**config.mk**
```make
export PLATFORM = sky130hd
export DESIGN_NAME = sps_pin_select
export DESIGN_NICKNAME = d
export VERILOG_FILES = /design/src/rtl/sps_pkg.sv /design/src/rtl/sps_pin_select.sv
export SDC_FILE = /design/constraint.sdc
export NUM_CORES = 1
export LEC_CHECK = 0
export BUFFER_PORTS_ARGS = -buffer_cell sky130_fd_sc_hd__buf_2
export CAP_MARGIN = 20
export CELL_PAD_IN_SITES_DETAIL_PLACEMENT = 0
export CELL_PAD_IN_SITES_GLOBAL_PLACEMENT = 2
export CORE_MARGIN = 3
export CORE_UTILIZATION = 36
export DETAILED_ROUTE_END_ITERATION = 16
export MAX_ROUTING_LAYER = met4
export PLACE_DENSITY = 0.84
export SLEW_MARGIN = 20
export SYNTH_ARGS = -nofsm -noshare
export SYNTH_HDL_FRONTEND = slang
export SYNTH_SLANG_ARGS = --single-unit
export TNS_END_PERCENT = 100
```
**constraint.sdc**
```tcl
create_clock -name i_clk_sys -period 2.01 [get_ports i_clk_sys]
set_clock_uncertainty 0.05 [all_clocks]
set_input_delay 0 -clock i_clk_sys [delete_from_list [all_inputs] [get_ports i_clk_sys]]
set_output_delay 0 -clock i_clk_sys [all_outputs]
set_load 0.01 [all_outputs]
```
**src/rtl/sps_pkg.sv**
```systemverilog
/*
 * Constants for the serial port pin select block: register offsets, field positions,
 * reset values, channel pairing and timer source codes, and pad sample positions.
 * Assumes an 8-bit CPU register port with 12-bit addresses on the system clock.
 */
// Function
// - Port B direction bit: 0 input, 1 drive
// - Function bit hands pin to serial output
// - Output type: push-pull or open-drain low only
// - Readback gives pin unless push-pull output
// - Exactly two of three serial channels active
// - Pair code selects which two channels
// - Group bit moves UART/sync serial pins
// - Timer input source selected by two bits
// - UART one swap exchanges port 9 pins
// - UART zero swap exchanges group pins
// - Sync serial on group, swap ignored
// - Shared interrupt sources follow pair code
// - Unclaimed pins stay plain port bits
package sps_pkg;

	localparam int ADDR_W = 12;
	localparam int DATA_W = 8;

	localparam logic [11:0] OFS_PORTB_PIN_READBACK    = 12'h018;
	localparam logic [11:0] OFS_PORTB_DIRECTION       = 12'hF25;
	localparam logic [11:0] OFS_PORTB_FUNCTION_SELECT = 12'hF3F;
	localparam logic [11:0] OFS_PORTB_OUTPUT_TYPE     = 12'hF4C;
	localparam logic [11:0] OFS_UART_PIN_SWAP         = 12'hF57;
	localparam logic [11:0] OFS_SERIAL_ROUTE_SELECT   = 12'hFCB;

	localparam int POS_PORTB_LO      = 4;
	localparam int POS_CHANNEL_PAIR  = 0;
	localparam int POS_PIN_GROUP     = 4;
	localparam int POS_TIMER_SOURCE  = 6;
	localparam int POS_UART_CH0_SWAP = 0;
	localparam int POS_UART_CH1_SWAP = 1;

	localparam logic [3:0] RST_PORTB_DIRECTION       = 4'h0;
	localparam logic [2:0] RST_PORTB_FUNCTION_SELECT = 3'h0;
	localparam logic [3:0] RST_PORTB_OUTPUT_TYPE     = 4'h0;
	localparam logic [1:0] RST_UART_PIN_SWAP         = 2'h0;
	localparam logic       RST_PIN_GROUP             = 1'b0;

	typedef enum logic [1:0] {
		PAIR_UART_I2C = 2'h0,
		PAIR_UART_SIO = 2'h1,
		PAIR_SIO_I2C  = 2'h2,
		PAIR_RSVD     = 2'h3
	} sps_pair_t;

	typedef enum logic [1:0] {
		TSRC_PORT7_BIT2 = 2'h0,
		TSRC_UART_CH0   = 2'h1,
		TSRC_UART_CH1   = 2'h2,
		TSRC_RSVD       = 2'h3
	} sps_tsrc_t;

	localparam int PAD_N       = 13;
	localparam int PAD_PORTB   = 0;
	localparam int PAD_PORT2   = 4;
	localparam int PAD_PORT9   = 10;
	localparam int PAD_PORT7_2 = 12;

endpackage

```
**src/rtl/sps_pin_select.sv**
```systemverilog
/*
 * Pin multiplexer for port B bits 7..4 and the routing matrix that places the UART,
 * synchronous serial and I2C channels, the timer A input and the shared interrupt
 * sources onto pins. Assumes port 2 and port 9 own their latches and pad drivers
 * elsewhere and take the function overrides given here; peripherals share the clock.
 */
`timescale 1ns/10ps
module sps_pin_select
	import sps_pkg::*;
(
	input  wire logic                        i_clk_sys,
	input  wire logic                        i_arst_n,
	input  wire logic [sps_pkg::ADDR_W-1:0]  i_addr,
	input  wire logic [sps_pkg::DATA_W-1:0]  i_wdata,
	input  wire logic                        i_wr,
	input  wire logic                        i_rd,
	output logic      [sps_pkg::DATA_W-1:0]  o_rdata,
	input  wire logic [3:0]                  i_portb_latch,
	input  wire logic [3:0]                  i_portb_pin,
	output logic      [3:0]                  o_portb_out,
	output logic      [3:0]                  o_portb_oe,
	input  wire logic [5:0]                  i_port2_pin,
	output logic      [5:0]                  o_port2_fn_sel,
	output logic      [5:0]                  o_port2_fn_out,
	output logic      [5:0]                  o_port2_fn_oe,
	input  wire logic [1:0]                  i_port9_pin,
	output logic      [1:0]                  o_port9_fn_sel,
	output logic      [1:0]                  o_port9_fn_out,
	input  wire logic                        i_port7_bit2,
	input  wire logic                        i_uart_ch0_transmit,
	output logic                             o_uart_ch0_receive,
	input  wire logic                        i_uart_ch1_transmit,
	output logic                             o_uart_ch1_receive,
	input  wire logic                        i_sync_serial_data_out,
	input  wire logic                        i_sync_serial_clock_out,
	input  wire logic                        i_sync_serial_clock_oe,
	output logic                             o_sync_serial_data_in,
	output logic                             o_sync_serial_clock_in,
	input  wire logic                        i_i2c_sda_low,
	input  wire logic                        i_i2c_scl_low,
	output logic                             o_i2c_sda_in,
	output logic                             o_i2c_scl_in,
	output logic                             o_timer_a_input,
	input  wire logic                        i_uart_tx_irq,
	input  wire logic                        i_uart_rx_irq,
	input  wire logic                        i_sync_serial_irq,
	input  wire logic                        i_i2c_irq,
	output logic      [2:0]                  o_irq_src
);
	import sps_pkg::*;

	typedef struct packed {
		logic [3:0]       dir;
		logic [2:0]       fsel;
		logic [3:0]       otype;
		logic [1:0]       swap;
		sps_tsrc_t        tsrc;
		logic             grp;
		sps_pair_t        pair;
		logic [PAD_N-1:0] sy1;
		logic [PAD_N-1:0] sy2;
		logic [PAD_N-1:0] sy3;
		logic [PAD_N-1:0] pad;
		logic [7:0]       rdata;
		logic [3:0]       pb_out;
		logic [3:0]       pb_oe;
		logic [5:0]       p2_sel;
		logic [5:0]       p2_out;
		logic [5:0]       p2_oe;
		logic [1:0]       p9_sel;
		logic [1:0]       p9_out;
		logic             rx0;
		logic             rx1;
		logic             si;
		logic             sclk_in;
		logic             sda_in;
		logic             scl_in;
		logic             tmr;
		logic [2:0]       irq;
	} sps_state_t;

	sps_state_t s;
	sps_state_t next_s;

	always_comb
	begin
		logic             uart_on;
		logic             sio_grp;
		logic [2:0]       g_in;
		logic [2:0]       g_sel;
		logic [2:0]       g_out;
		logic [3:0]       fn_ok;
		logic [3:0]       fn_val;
		logic             d;
		logic [PAD_N-1:0] pads;
		uart_on = 1'b0;
		sio_grp = 1'b0;
		g_in    = 3'h0;
		g_sel   = 3'h0;
		g_out   = 3'h0;
		fn_ok   = 4'h0;
		fn_val  = 4'h0;
		d       = 1'b0;
		pads    = {i_port7_bit2, i_port9_pin, i_port2_pin, i_portb_pin};
		next_s  = s;

		// Pads are asynchronous; a level counts once the second and third stages agree.
		next_s.sy1 = pads;
		next_s.sy2 = s.sy1;
		next_s.sy3 = s.sy2;
		for (int k = 0; k < PAD_N; k++)
		begin
			if (s.sy2[k] == s.sy3[k])
				next_s.pad[k] = s.sy3[k];
		end

		if (i_wr)
		begin
			unique case (i_addr)
				OFS_PORTB_DIRECTION:
					next_s.dir = i_wdata[POS_PORTB_LO+3:POS_PORTB_LO];
				OFS_PORTB_FUNCTION_SELECT:
					next_s.fsel = i_wdata[POS_PORTB_LO+2:POS_PORTB_LO];
				OFS_PORTB_OUTPUT_TYPE:
					next_s.otype = i_wdata[POS_PORTB_LO+3:POS_PORTB_LO];
				OFS_UART_PIN_SWAP:
					next_s.swap = {i_wdata[POS_UART_CH1_SWAP], i_wdata[POS_UART_CH0_SWAP]};
				OFS_SERIAL_ROUTE_SELECT:
				begin
					next_s.pair = sps_pair_t'(i_wdata[POS_CHANNEL_PAIR+1:POS_CHANNEL_PAIR]);
					next_s.grp  = i_wdata[POS_PIN_GROUP];
					next_s.tsrc = sps_tsrc_t'(i_wdata[POS_TIMER_SOURCE+1:POS_TIMER_SOURCE]);
				end
				default:
				begin
				end
			endcase
		end

		if (i_rd)
		begin
			unique case (i_addr)
				OFS_PORTB_PIN_READBACK:
					next_s.rdata = {s.pad[PAD_PORTB+3:PAD_PORTB] & (~s.dir | s.otype), 4'h0};
				OFS_PORTB_DIRECTION:
					next_s.rdata = {s.dir, 4'h0};
				OFS_PORTB_FUNCTION_SELECT:
					next_s.rdata = {1'b0, s.fsel, 4'h0};
				OFS_PORTB_OUTPUT_TYPE:
					next_s.rdata = {s.otype, 4'h0};
				OFS_UART_PIN_SWAP:
					next_s.rdata = {6'h00, s.swap};
				OFS_SERIAL_ROUTE_SELECT:
					next_s.rdata = {s.tsrc, 1'b0, s.grp, 2'h0, s.pair};
				default:
					next_s.rdata = 8'h00;
			endcase
		end

		// Idle levels for inputs of channels that own no pin.
		next_s.rx0     = 1'b1;
		next_s.si      = 1'b1;
		next_s.sclk_in = 1'b1;
		next_s.sda_in  = 1'b1;
		next_s.scl_in  = 1'b1;
		next_s.p2_sel  = 6'h00;
		next_s.p2_out  = 6'h00;
		next_s.p2_oe   = 6'h00;

		g_in    = s.grp ? s.pad[PAD_PORTB+2:PAD_PORTB] : s.pad[PAD_PORT2+2:PAD_PORT2];
		uart_on = (s.pair == PAIR_UART_I2C) || (s.pair == PAIR_UART_SIO);
		sio_grp = (s.pair == PAIR_SIO_I2C);

		if (uart_on)
		begin
			// Swap 0 puts transmit on the first pin and receive on the second.
			g_sel[s.swap[0]]  = 1'b1;
			g_out[s.swap[0]]  = i_uart_ch0_transmit;
			next_s.rx0        = g_in[~s.swap[0]];
		end
		else if (sio_grp)
		begin
			g_sel          = {i_sync_serial_clock_oe, 1'b0, 1'b1};
			g_out          = {i_sync_serial_clock_out, 1'b0, i_sync_serial_data_out};
			next_s.si      = g_in[1];
			next_s.sclk_in = g_in[2];
		end

		if (s.grp)
		begin
			fn_ok[2:0]  = g_sel;
			fn_val[2:0] = g_out;
		end
		else
		begin
			next_s.p2_sel[2:0] = g_sel;
			next_s.p2_out[2:0] = g_out;
			next_s.p2_oe[2:0]  = g_sel;
		end

		if ((s.pair == PAIR_UART_I2C) || (s.pair == PAIR_SIO_I2C))
		begin
			// The I2C pins only ever pull low and otherwise release the line.
			next_s.p2_sel[4:3] = 2'h3;
			next_s.p2_out[4:3] = 2'h0;
			next_s.p2_oe[4:3]  = {i_i2c_scl_low, i_i2c_sda_low};
			next_s.sda_in      = s.pad[PAD_PORT2+3];
			next_s.scl_in      = s.pad[PAD_PORT2+4];
		end
		else if (s.pair == PAIR_UART_SIO)
		begin
			next_s.p2_sel[5:3] = {i_sync_serial_clock_oe, 1'b0, 1'b1};
			next_s.p2_out[5:3] = {i_sync_serial_clock_out, 1'b0, i_sync_serial_data_out};
			next_s.p2_oe[5:3]  = {i_sync_serial_clock_oe, 1'b0, 1'b1};
			next_s.si          = s.pad[PAD_PORT2+4];
			next_s.sclk_in     = s.pad[PAD_PORT2+5];
		end

		for (int b = 0; b < 4; b++)
		begin
			d = (b < 3) && s.fsel[b % 3] && fn_ok[b] ? fn_val[b] : i_portb_latch[b];
			next_s.pb_out[b] = s.otype[b] ? 1'b0 : d;
			next_s.pb_oe[b]  = s.dir[b] & (~s.otype[b] | ~d);
		end

		next_s.p9_sel = 2'h1 << s.swap[1];
		next_s.p9_out = {2{i_uart_ch1_transmit}};
		next_s.rx1    = s.pad[PAD_PORT9 + {31'h0, ~s.swap[1]}];

		unique case (s.tsrc)
			TSRC_PORT7_BIT2: next_s.tmr = s.pad[PAD_PORT7_2];
			TSRC_UART_CH0:   next_s.tmr = s.pad[PAD_PORT2+1];
			TSRC_UART_CH1:   next_s.tmr = s.pad[PAD_PORT9+1];
			TSRC_RSVD:       next_s.tmr = 1'b0;
		endcase

		unique case (s.pair)
			PAIR_UART_I2C: next_s.irq = {i_i2c_irq, i_uart_rx_irq, i_uart_tx_irq};
			PAIR_UART_SIO: next_s.irq = {i_sync_serial_irq, i_uart_rx_irq, i_uart_tx_irq};
			PAIR_SIO_I2C:  next_s.irq = {i_i2c_irq, i_sync_serial_irq, 1'b0};
			PAIR_RSVD:     next_s.irq = 3'h0;
		endcase
	end

	always_ff @(posedge i_clk_sys or negedge i_arst_n)
	begin
		if (!i_arst_n)
		begin
			s       <= '0;
			s.dir   <= RST_PORTB_DIRECTION;
			s.fsel  <= RST_PORTB_FUNCTION_SELECT;
			s.otype <= RST_PORTB_OUTPUT_TYPE;
			s.swap  <= RST_UART_PIN_SWAP;
			s.grp   <= RST_PIN_GROUP;
			s.pair  <= PAIR_UART_I2C;
			s.tsrc  <= TSRC_PORT7_BIT2;
			s.rx0   <= 1'b1;
			s.rx1   <= 1'b1;
			s.si    <= 1'b1;
			s.sclk_in <= 1'b1;
			s.sda_in  <= 1'b1;
			s.scl_in  <= 1'b1;
			s.p9_sel  <= 2'h1;
		end
		else
			s <= next_s;
	end

	assign o_rdata                = s.rdata;
	assign o_portb_out            = s.pb_out;
	assign o_portb_oe             = s.pb_oe;
	assign o_port2_fn_sel         = s.p2_sel;
	assign o_port2_fn_out         = s.p2_out;
	assign o_port2_fn_oe          = s.p2_oe;
	assign o_port9_fn_sel         = s.p9_sel;
	assign o_port9_fn_out         = s.p9_out;
	assign o_uart_ch0_receive     = s.rx0;
	assign o_uart_ch1_receive     = s.rx1;
	assign o_sync_serial_data_in  = s.si;
	assign o_sync_serial_clock_in = s.sclk_in;
	assign o_i2c_sda_in           = s.sda_in;
	assign o_i2c_scl_in           = s.scl_in;
	assign o_timer_a_input        = s.tmr;
	assign o_irq_src              = s.irq;
endmodule // sps_pin_select

```
# ---- Yosys cells after proc, flatten, opt, wreduce, memory -nomap -nowiden
# Cells that the tools add are included.
dict set report totals {
  reg_bits 117
  latchBits 0
  mem_bits_rw 0
  mem_bits_ro 0
  inputBits 52
  output_inout_bits 48
  elab_cells 143
  n_memories 0
}
dict set report op_classes {
  addsub 1
  mul 0
  div_mod_pow 0
  order_cmp 4
  eq_ne 25
  shift 1
  mux 38
  bitwise_logic 22
  n_reduce_logical 13
}
# operator n
set op_table {}
lappend op_table {{$eq A12 B12 Y1 const B} 5}
lappend op_table {{$pmux W8 S6} 1}
lappend op_table {{$mux W3} 11}
lappend op_table {{$mux W2} 8}
lappend op_table {{$mux W1} 14}
lappend op_table {{$eq A1 B1 Y1} 13}
lappend op_table {{$eq A12 B5 Y1 const B} 1}
lappend op_table {{$pmux W3 S4} 1}
lappend op_table {{$not A1 Y1} 10}
lappend op_table {{$reduce_and A2 Y1} 5}
lappend op_table {{$eq A2 B2 Y1 const B} 4}
lappend op_table {{$lt A1 B3 Y1 const B} 2}
lappend op_table {{$add A4 B1 Y5 const A} 1}
lappend op_table {{$lt A5 B5 Y1 const B} 1}
lappend op_table {{$and A1 B1 Y1} 4}
lappend op_table {{$and A4 B4 Y4} 1}
lappend op_table {{$bmux W1 S4} 1}
lappend op_table {{$eq A2 B1 Y1 const B} 2}
lappend op_table {{$logic_and A1 B1 Y1} 4}
lappend op_table {{$logic_not A2 Y1} 2}
lappend op_table {{$not A4 Y4} 1}
lappend op_table {{$or A1 B1 Y1} 4}
lappend op_table {{$or A4 B4 Y4} 1}
lappend op_table {{$pmux W1 S4} 1}
lappend op_table {{5 further kinds} 6}

# ---- Depth between registers and ports, before layout
# Gate-level depths: netlist (run 1).
dict set report depth {
  word_depth 11
  depth_mapped 5
  ltp_nobuf 4
}

# ---- Least setup slack after synthesis (run 1)
# OpenSTA, ideal clock, no wires.
dict set report synth_timing {
  path_kind {register to register}
  startpoint {register s[100] (netlist bit)}
  endpoint {register s (netlist bit o_portb_out[2])}
  setup_time_ns 0.121
  arrival_time_ns 1.239
  t_required_ns 1.839
  path_slack_ns 0.600
  path_stages_with_launch 5
  path_buffers 0
  period_less_slack_ns 1.410
  path_cell_list {dfrtp_1 nor2b_1 nand4_1 mux2_2 nor2b_1}
}
# element line
set synth_rtl {}
lappend synth_rtl {{start, declared} sps_pin_select.sv:82} ;# sps_state_t s;
lappend synth_rtl {{start signal, assigned} sps_pin_select.sv:266} ;# s <= next_s;

==> qor.yml, run 1 <==
status:
  status: "finished, final reports clean"
worst_setup_path:
  cp_top_family: "buffers and inverters"
  path_max_fanout: 4
  crit_buf_inv: 2
  max_stage_delay_ns: 0.56
  worstPathArrival_ns: 1.92
  cp_slowest_cell: "dlygate4sd3_1"
  startpoint_type: "flop"
  r2r_start: "s[100]"
  required_ns: 2.24
  end_kind: "flop"
  crit_type: "reg -> reg"
  reg2reg_depth: 5
  r2r_end: "o_irq_src[1]"
  reg2reg_setup_slack_ns: 0.32
  startpoint: "s[100]"
  path_cells: "nor2b_1 > buf_4 > nand2_1 > o21ai_0 > dlygate4sd3_1"
yosys:
  synth_enable_flop_cells: 0
  ys_seq_area_frac: 0.6506
  synth_area_sq_mm: 0.004244
  syn_inst: 302
  synth.avg_cell_area_sq_um: 14.05
  synth-seq-cells: 110
  async_reset_ff_frac: 1.000
  synth_top_area_share: 0.6073
  synth_area_leader_cell: "dfrtp_1"
  synthFlopType: "dfrtp_1"
  synthDistinctLibCells: 49
  ys_warn_count: 0
  synth_area_leaders: "dfrtp_1 61%, buf_4 7.3%, dfstp_2 4.3%, mux2_2 3.2%, maj3_1 3.1%"
cells_and_area:
  finish.utilization: 0.4628
  finalInstanceArea_sq_mm: 0.005308
  drive_gt1_frac: 0.3720
  n_antenna_cell: 0
  stdcell_count: 557
  area_delta_synth_final_pct: 25.06
  nets: 461
grt:
  grt_pass1_vias: 2598
  grt_pass1_wl_mm: 13.57
  grt_usage: 0.1396
  grt_overflow: 0
  top_usage_layer: "met2"
  grt.met1_usage: 0.1793
  use_met2: 0.2169
  met3_usage: 0.03171
  antenna_found_initial: 0
  grt_max_degree: 74
floorplanning:
  num_rows: 39
  die_h_um: 114.6
  floorplan.initialDensity: 0.3701
  die_w_um: 114.6
  coreArea_sq_mm: 0.01147
  dieArea_sq_mm: 0.01313
  io_pins: 100
power_and_ir_drop:
  p_leak_uw: 0.002505
  irDropWorstVdd_uv: 472.0
  power-per-cell-area_mw_per_mm2: 830.0
detailed_routing:
  avgRoutedWirePerCell_um: 14.97
  wl_mm: 8.340
  routed-via-count: 2548
  ant_nets: 0
  first_pass_iters: 4
  drtIter0Drc: 88
  viasPerCell: 4.575
  drc: 0
timing:
  slew_violations: 0
  rsz0062_at_grt: "no"
  setup_viol: 0
  post-route-min-period_ns: 1.694
  finalSetupTns_ns: 0
  max_freq_mhz: 590.2
  finalHoldViolCount: 0
  finalCritPeriodShare: 0.8430
min_path:
  hold_path_class: "in -> async"
placed_design:
  routabilityCongestion: 0.8430
  dpl-instance-area_sq_mm: 0.004642
  dp_hpwl_mm: 5.940
  place_inst: 504
  numPortBuffers: 94
flow_run:
  cap_violations: 0
clock_tree:
  tritoncts: "done"
  clockBufferDepth: 2
  numClockSinks: 110
  post_cts_resize_count: 0
  cts_root_buf: "clkbuf_16"
  cts_buffers: 9
  htreeDepth: 3
  clk_latency_ns: 0.34
  post_cts_buffers: 0
  ctsHoldBuffers: 37
  path_clk_slew_ns: 0.07
==> routing by layer <==
metal / wire, um / up-vias
li1: - / 1219
met1: 3720 / 1253
met2: 4033 / 65
met3: 459 / 11
met4: 127 / 0
met5: 0 / -
==> power breakdown <==
group          switching (uW)  total, uW  internal [uW]
Clock                     738       1740           1000
Combinational             146        306            160
Sequential               44.8       2360           2310
==> worst max path at each step <==
stage	end	slack (ns)	depth (start not counted)
floorplan	o_portb_out[2]	0.60	4
global placement	o_portb_oe[0]	0.52	5
detailed placement	o_portb_oe[0]	0.50	5
CTS	o_irq_src[1]	0.30	5
global route	o_irq_src[2]	0.19	5
finish	o_irq_src[1]	0.32	5
==> cell usage after synthesis, drive strengths merged (2+ instances only) <==
library cell and number:
dfrtp 103, buf 42, mux2 20, nor2 15, maj3 13, inv 9
nand2 9, dfstp 7, nor2b 7, a21oi 6, o21ai 6, and2 5
and3 5, mux2i 5, a22o 4, and4 4, a32oi 3, and3b 3
nor4b 3, or2 3, a221oi 2, clkbuf 2, nand2b 2, nand3 2
nand4 2, nand4b 2, nor3b 2, o21a 2, o221ai 2, o2bb2a 2
==> through the flow <==
stage	setup WS, ns	hold WS, ns	total power, uW
after floorplan	0.6003	-0.3456	2514
after CTS	0.2965	0.01581	4472
after global placement	0.5246	-0.1566	2651
after global routing	0.1914	0.04141	4601
after detailed placement	0.4977	-0.1558	2658
final	0.3156	0.01922	4406
==> flip-flops by register name, summed over array words and instances, names as in the netlist <==
| signal | count |
|---|---|
| o_port2_fn_out | 5 |
| o_portb_out | 4 |
| o_port2_fn_oe | 6 |
| o_sync_serial_clock_in | 1 |
| o_port9_fn_sel | 2 |
| next_s | 26 |
| o_uart_ch0_receive | 1 |
| s | 44 |
| o_i2c_scl_in | 1 |
| o_port2_fn_sel | 2 |
| o_irq_src | 3 |
| o_portb_oe | 4 |
| o_sync_serial_data_in | 1 |
| o_timer_a_input | 1 |
| o_rdata | 6 |
| o_port9_fn_out | 1 |
| o_i2c_sda_in | 1 |
| o_uart_ch1_receive | 1 |
==> final cells by class <==
type	count	area (sq um)
fill	1030	6160
clock inverter	3	45.04
clock buffer	13	250.2
tap	143	178.9
multi-input combinational	141	1130
timing repair buffer	138	908.4
sequential	110	2761
inverter	9	33.78
==> logic make-up after synthesis <==
kind of cell,count (synthesis),share of synthesized area
AO/OA/AOI/OAI,31,0.05219
adder cells (fa/ha/maj),13,0.03066
buffers and inverters,53,0.08491
flip-flops,110,0.6506
multiplexers,26,0.07724
other,1,0.0008836
AND/OR/NAND/NOR,68,0.1035
==> cell usage in the layout (no fill, tap or decap), types with 3 or more instances in the layout <==
| cell type | synthesis | routed |
|---|---|---|
| inv_1 | 9 | 9 |
| dlygate4sd3_1 | 0 | 37 |
| clkbuf_16 | 0 | 9 |
| buf_2 | 0 | 93 |
| buf_4 | 41 | 7 |
| nand2_1 | 8 | 8 |
| dfrtp_1 | 103 | 103 |
| mux2i_1 | 5 | 5 |
| nor2b_1 | 7 | 7 |
| dfstp_2 | 7 | 7 |
| a32oi_1 | 3 | 3 |
| mux2_2 | 12 | 12 |
| o21ai_0 | 6 | 6 |
| a22o_1 | 4 | 4 |
| and2_1 | 5 | 5 |
| or2_2 | 3 | 3 |
| and4_1 | 3 | 3 |
| conb_1 | 1 | 3 |
| a21oi_1 | 6 | 6 |
| maj3_1 | 13 | 13 |
| nor2_1 | 15 | 15 |
| clkbuf_1 | 2 | 3 |
| mux2_4 | 8 | 8 |
(Power assumes the default switching activity.)
==> run 2, diff against run 1 <==
--- a/config.mk
+++ b/config.mk
@@ -10,10 +10,10 @@
 export CELL_PAD_IN_SITES_DETAIL_PLACEMENT = 0
 export CELL_PAD_IN_SITES_GLOBAL_PLACEMENT = 2
 export CORE_MARGIN = 3
-export CORE_UTILIZATION = 36
+export CORE_UTILIZATION = 32
 export DETAILED_ROUTE_END_ITERATION = 16
 export MAX_ROUTING_LAYER = met4
-export PLACE_DENSITY = 0.84
+export PLACE_DENSITY = 0.79
 export SLEW_MARGIN = 20
 export SYNTH_ARGS = -nofsm -noshare
 export SYNTH_HDL_FRONTEND = slang
==> constraint.sdc (replaced) <==
create_clock -name i_clk_sys -period 1.5 [get_ports i_clk_sys]
set_clock_uncertainty 0.05 [all_clocks]
set_input_delay 0 -clock i_clk_sys [delete_from_list [all_inputs] [get_ports i_clk_sys]]
set_output_delay 0 -clock i_clk_sys [all_outputs]
set_load 0.01 [all_outputs]
==> run 2 against run 1 <==
Highest routed layer unchanged; non-clock buffer count up 5; utilization down 4.1 points; critical path depth down 1; global-route usage down 1.5 points; critical path type unchanged; clock power grew 32%; sequential share of layout area shrank 0.82 points; power increased by 33%; maximum frequency increased by 20%; flip-flop and latch count is the same; count of clock-buffer cells in the layout unchanged; routed wire length grew 1.4%.
==> qor.yml, run 2 (synthesis gave the netlist of run 1 again) <==
status:
  status: "finished, final reports clean"  # unchanged
grt:
  antenna_found_initial: 0  # unchanged
  grt_usage: 0.1242  # was 0.1396
  grt_pass1_vias: 2612  # was 2,598
  grt_max_degree: 47  # was 74
  grt_pass1_wl_mm: 13.70  # was 13.57 mm
  grt_overflow: 0  # unchanged
cells_and_area:
  nets: 466  # was 461
  largest_register: "s"  # unchanged
  n_antenna_cell: 0  # unchanged
  largest_register_ffs: 44  # unchanged
  drive_gt1_frac: 0.3866  # was 0.3720
  area_delta_synth_final_pct: 27.06  # was 25.06%
  mostFrequentLayoutCell: "dfrtp_1"  # unchanged
  mostFrequentLayoutCells: "103 x dfrtp_1, 93 x buf_2, 36 x dlygate4sd3_1"  # was 103 x dfrtp_1, 93 x buf_2, 37 x dlygate4sd3_1
  finish.utilization: 0.4222  # was 0.4628
timing:
  setup_slack_ns: 0.08846  # was 0.3156 ns
  finalHoldViolCount: 0  # unchanged
  setup_viol: 0  # unchanged
  slew_violations: 0  # unchanged
  max_freq_mhz: 708.4  # was 590.2 MHz
  rsz0062_at_grt: "no"  # unchanged
  finalSetupTns_ns: 0  # unchanged
  finalCritPeriodShare: 0.9410  # was 0.8430
  post-route-min-period_ns: 1.412  # was 1.694 ns
placed_design:
  routabilityCongestion: 0.7828  # was 0.8430
  numPortBuffers: 94  # unchanged
  place_ws_ns: 0.08455  # was 0.4977 ns
  dp_hpwl_mm: 6.292  # was 5.940 mm
detailed_routing:
  viasPerCell: 4.337  # was 4.575
  drc: 0  # unchanged
  routed-via-count: 2563  # was 2,548
  avgRoutedWirePerCell_um: 14.31  # was 14.97 um
  first_pass_iters: 4  # unchanged
  wl_mm: 8.456  # was 8.340 mm
  drtIter0Drc: 72  # was 88
  ant_nets: 0  # unchanged
clock_tree:
  cts_buffers: 9  # unchanged
  post_cts_buffers: 0  # unchanged
  numClockSinks: 110  # unchanged
  cts_root_buf: "clkbuf_16"  # unchanged
  path_clk_slew_ns: 0.07  # about the same
  clockBufferDepth: 2  # unchanged
  clk_latency_ns: 0.34  # about the same
  htreeDepth: 3  # unchanged
  tritoncts: "done"  # unchanged
power_and_ir_drop:
  total_power_uw: 5879  # was 4406 uW
  swShare: 0.2186  # was 0.2110
  power-per-cell-area_mw_per_mm2: 1090  # was 830.0 mW/mm^2
  irDropWorstVdd_uv: 445.0  # was 472.0 uV
  pwr-share-clk: 0.392  # was 0.395
  pwr-share-seq: 0.538  # was 0.536
  internal_power_uw: 4594  # was 3476 uW
  p_leak_uw: 0.002548  # was 0.002505 uW
  power_switching_uw: 1285  # was 929.6 uW
  combPwrFrac: 0.071  # was 0.069
floorplanning:
  num_rows: 41  # was 39
  coreArea_sq_mm: 0.01277  # was 0.01147 sq mm
  die_h_um: 121.2  # was 114.6 um
  dieArea_sq_mm: 0.01468  # was 0.01313 sq mm
  io_pins: 100  # unchanged
  die_w_um: 121.2  # was 114.6 um
  floorplan.initialDensity: 0.3323  # was 0.3701
worst_setup_path:
  worstPathArrival_ns: 1.59  # was 1.92 ns
  cp_top_family: "simple AND/OR/NAND/NOR gates"  # was buffers and inverters
  crit_type: "reg -> reg"  # unchanged
  end_kind: "flop"  # unchanged
  path_cells: "nor2b_1 > nand4_1 > mux2_2 > nor2b_1"  # was nor2b_1 > buf_4 > nand2_1 > o21ai_0 > dlygate4sd3_1
  cp_slowest_cell: "dfrtp_1"  # was dlygate4sd3_1
  required_ns: 1.68  # was 2.24 ns
  startpoint_type: "flop"  # unchanged
  path_max_fanout: 6  # was 4
  crit_top_cell: "nor2b_1"
  max_stage_delay_ns: 0.44  # was 0.56 ns
  crit_buf_inv: 0  # was 2
flow_run:
  cap_violations: 0  # unchanged
min_path:
  hold_path_class: "in -> reg"  # was in -> async
## run 2: cell types whose count changed in the layout (fill, tap and decap cells not counted), sizes merged
cell / previous run / this run
buf: 101 / 107
bufinv: 1 / 0
clkinv: 0 / 2
clkinvlp: 2 / 0
dlygate4sd3: 37 / 36
inv: 9 / 10
## run 2: layout make-up
cell class                 count  area (sq um)
inverter                       9         33.78
multi-input combinational    141          1130
tap                          172         215.2
sequential                   110          2761
fill                        1205          7381
timing repair buffer         143         955.9
clock inverter                 3         26.28
clock buffer                  13         270.3
## run 2: final timing paths
check / start / end / slack, ns / cells after the start
min: i_addr[2] / o_rdata[6] / 0.04 / 3
min reg2reg: next_s[86] / next_s[73] / 0.30 / 0
max reg2reg: s[101] / o_portb_out[2] / 0.09 / 4
max in group asynchronous: i_arst_n / o_sync_serial_data_in / 0.73 / 3
max: s[101] / o_portb_out[2] / 0.09 / 4
min in group asynchronous: i_arst_n / s[59] / 0.06 / 2
## run 2: worst register-to-register path, cell delays in order, from the launching register on
cell and delay (ns):
dfrtp_1 0.44, nor2b_1 0.24, nand4_1 0.14, mux2_2 0.30
nor2b_1 0.14
## run 2: repair_timing
item                      in CTS  in global routing
hold buffers                  36                  0
hold endpoints to repair     159                  0
gates resized for setup        0                  0
## run 2: metal layers
| metal | part of all wire | track usage | up-vias |
|---|---|---|---|
| met5 | 0 | - | - |
| met4 | 0.021 | 0.05672 | 0 |
| met1 | 0.44 | 0.1584 | 1266 |
| li1 | - | - | 1227 |
| met2 | 0.49 | 0.1928 | 56 |
| met3 | 0.047 | 0.02471 | 14 |
## run 2: power by group through the flow
| stage | registers, uW | logic [uW] | clock network (uW) |
|---|---|---|---|
| after floorplan | 3210 | 159 | 0 |
| after global placement | 3220 | 347 | 0 |
| after detailed placement | 3220 | 353 | 0 |
| after CTS | 3160 | 427 | 2400 |
| after global routing | 3180 | 468 | 2500 |
| final | 3160 | 415 | 2300 |
## run 2: per-stage QoR
stage | cell area (sq um) | instances | hold slack (ns)
global placement | 4736 | 539 | -0.1075
finish | 5393 | 591 | 0.03584
detailed placement | 4736 | 539 | -0.1047
global route | 5393 | 591 | 0.05281
floorplan | 4252 | 304 | -0.3456
CTS | 5393 | 591 | 0.01678
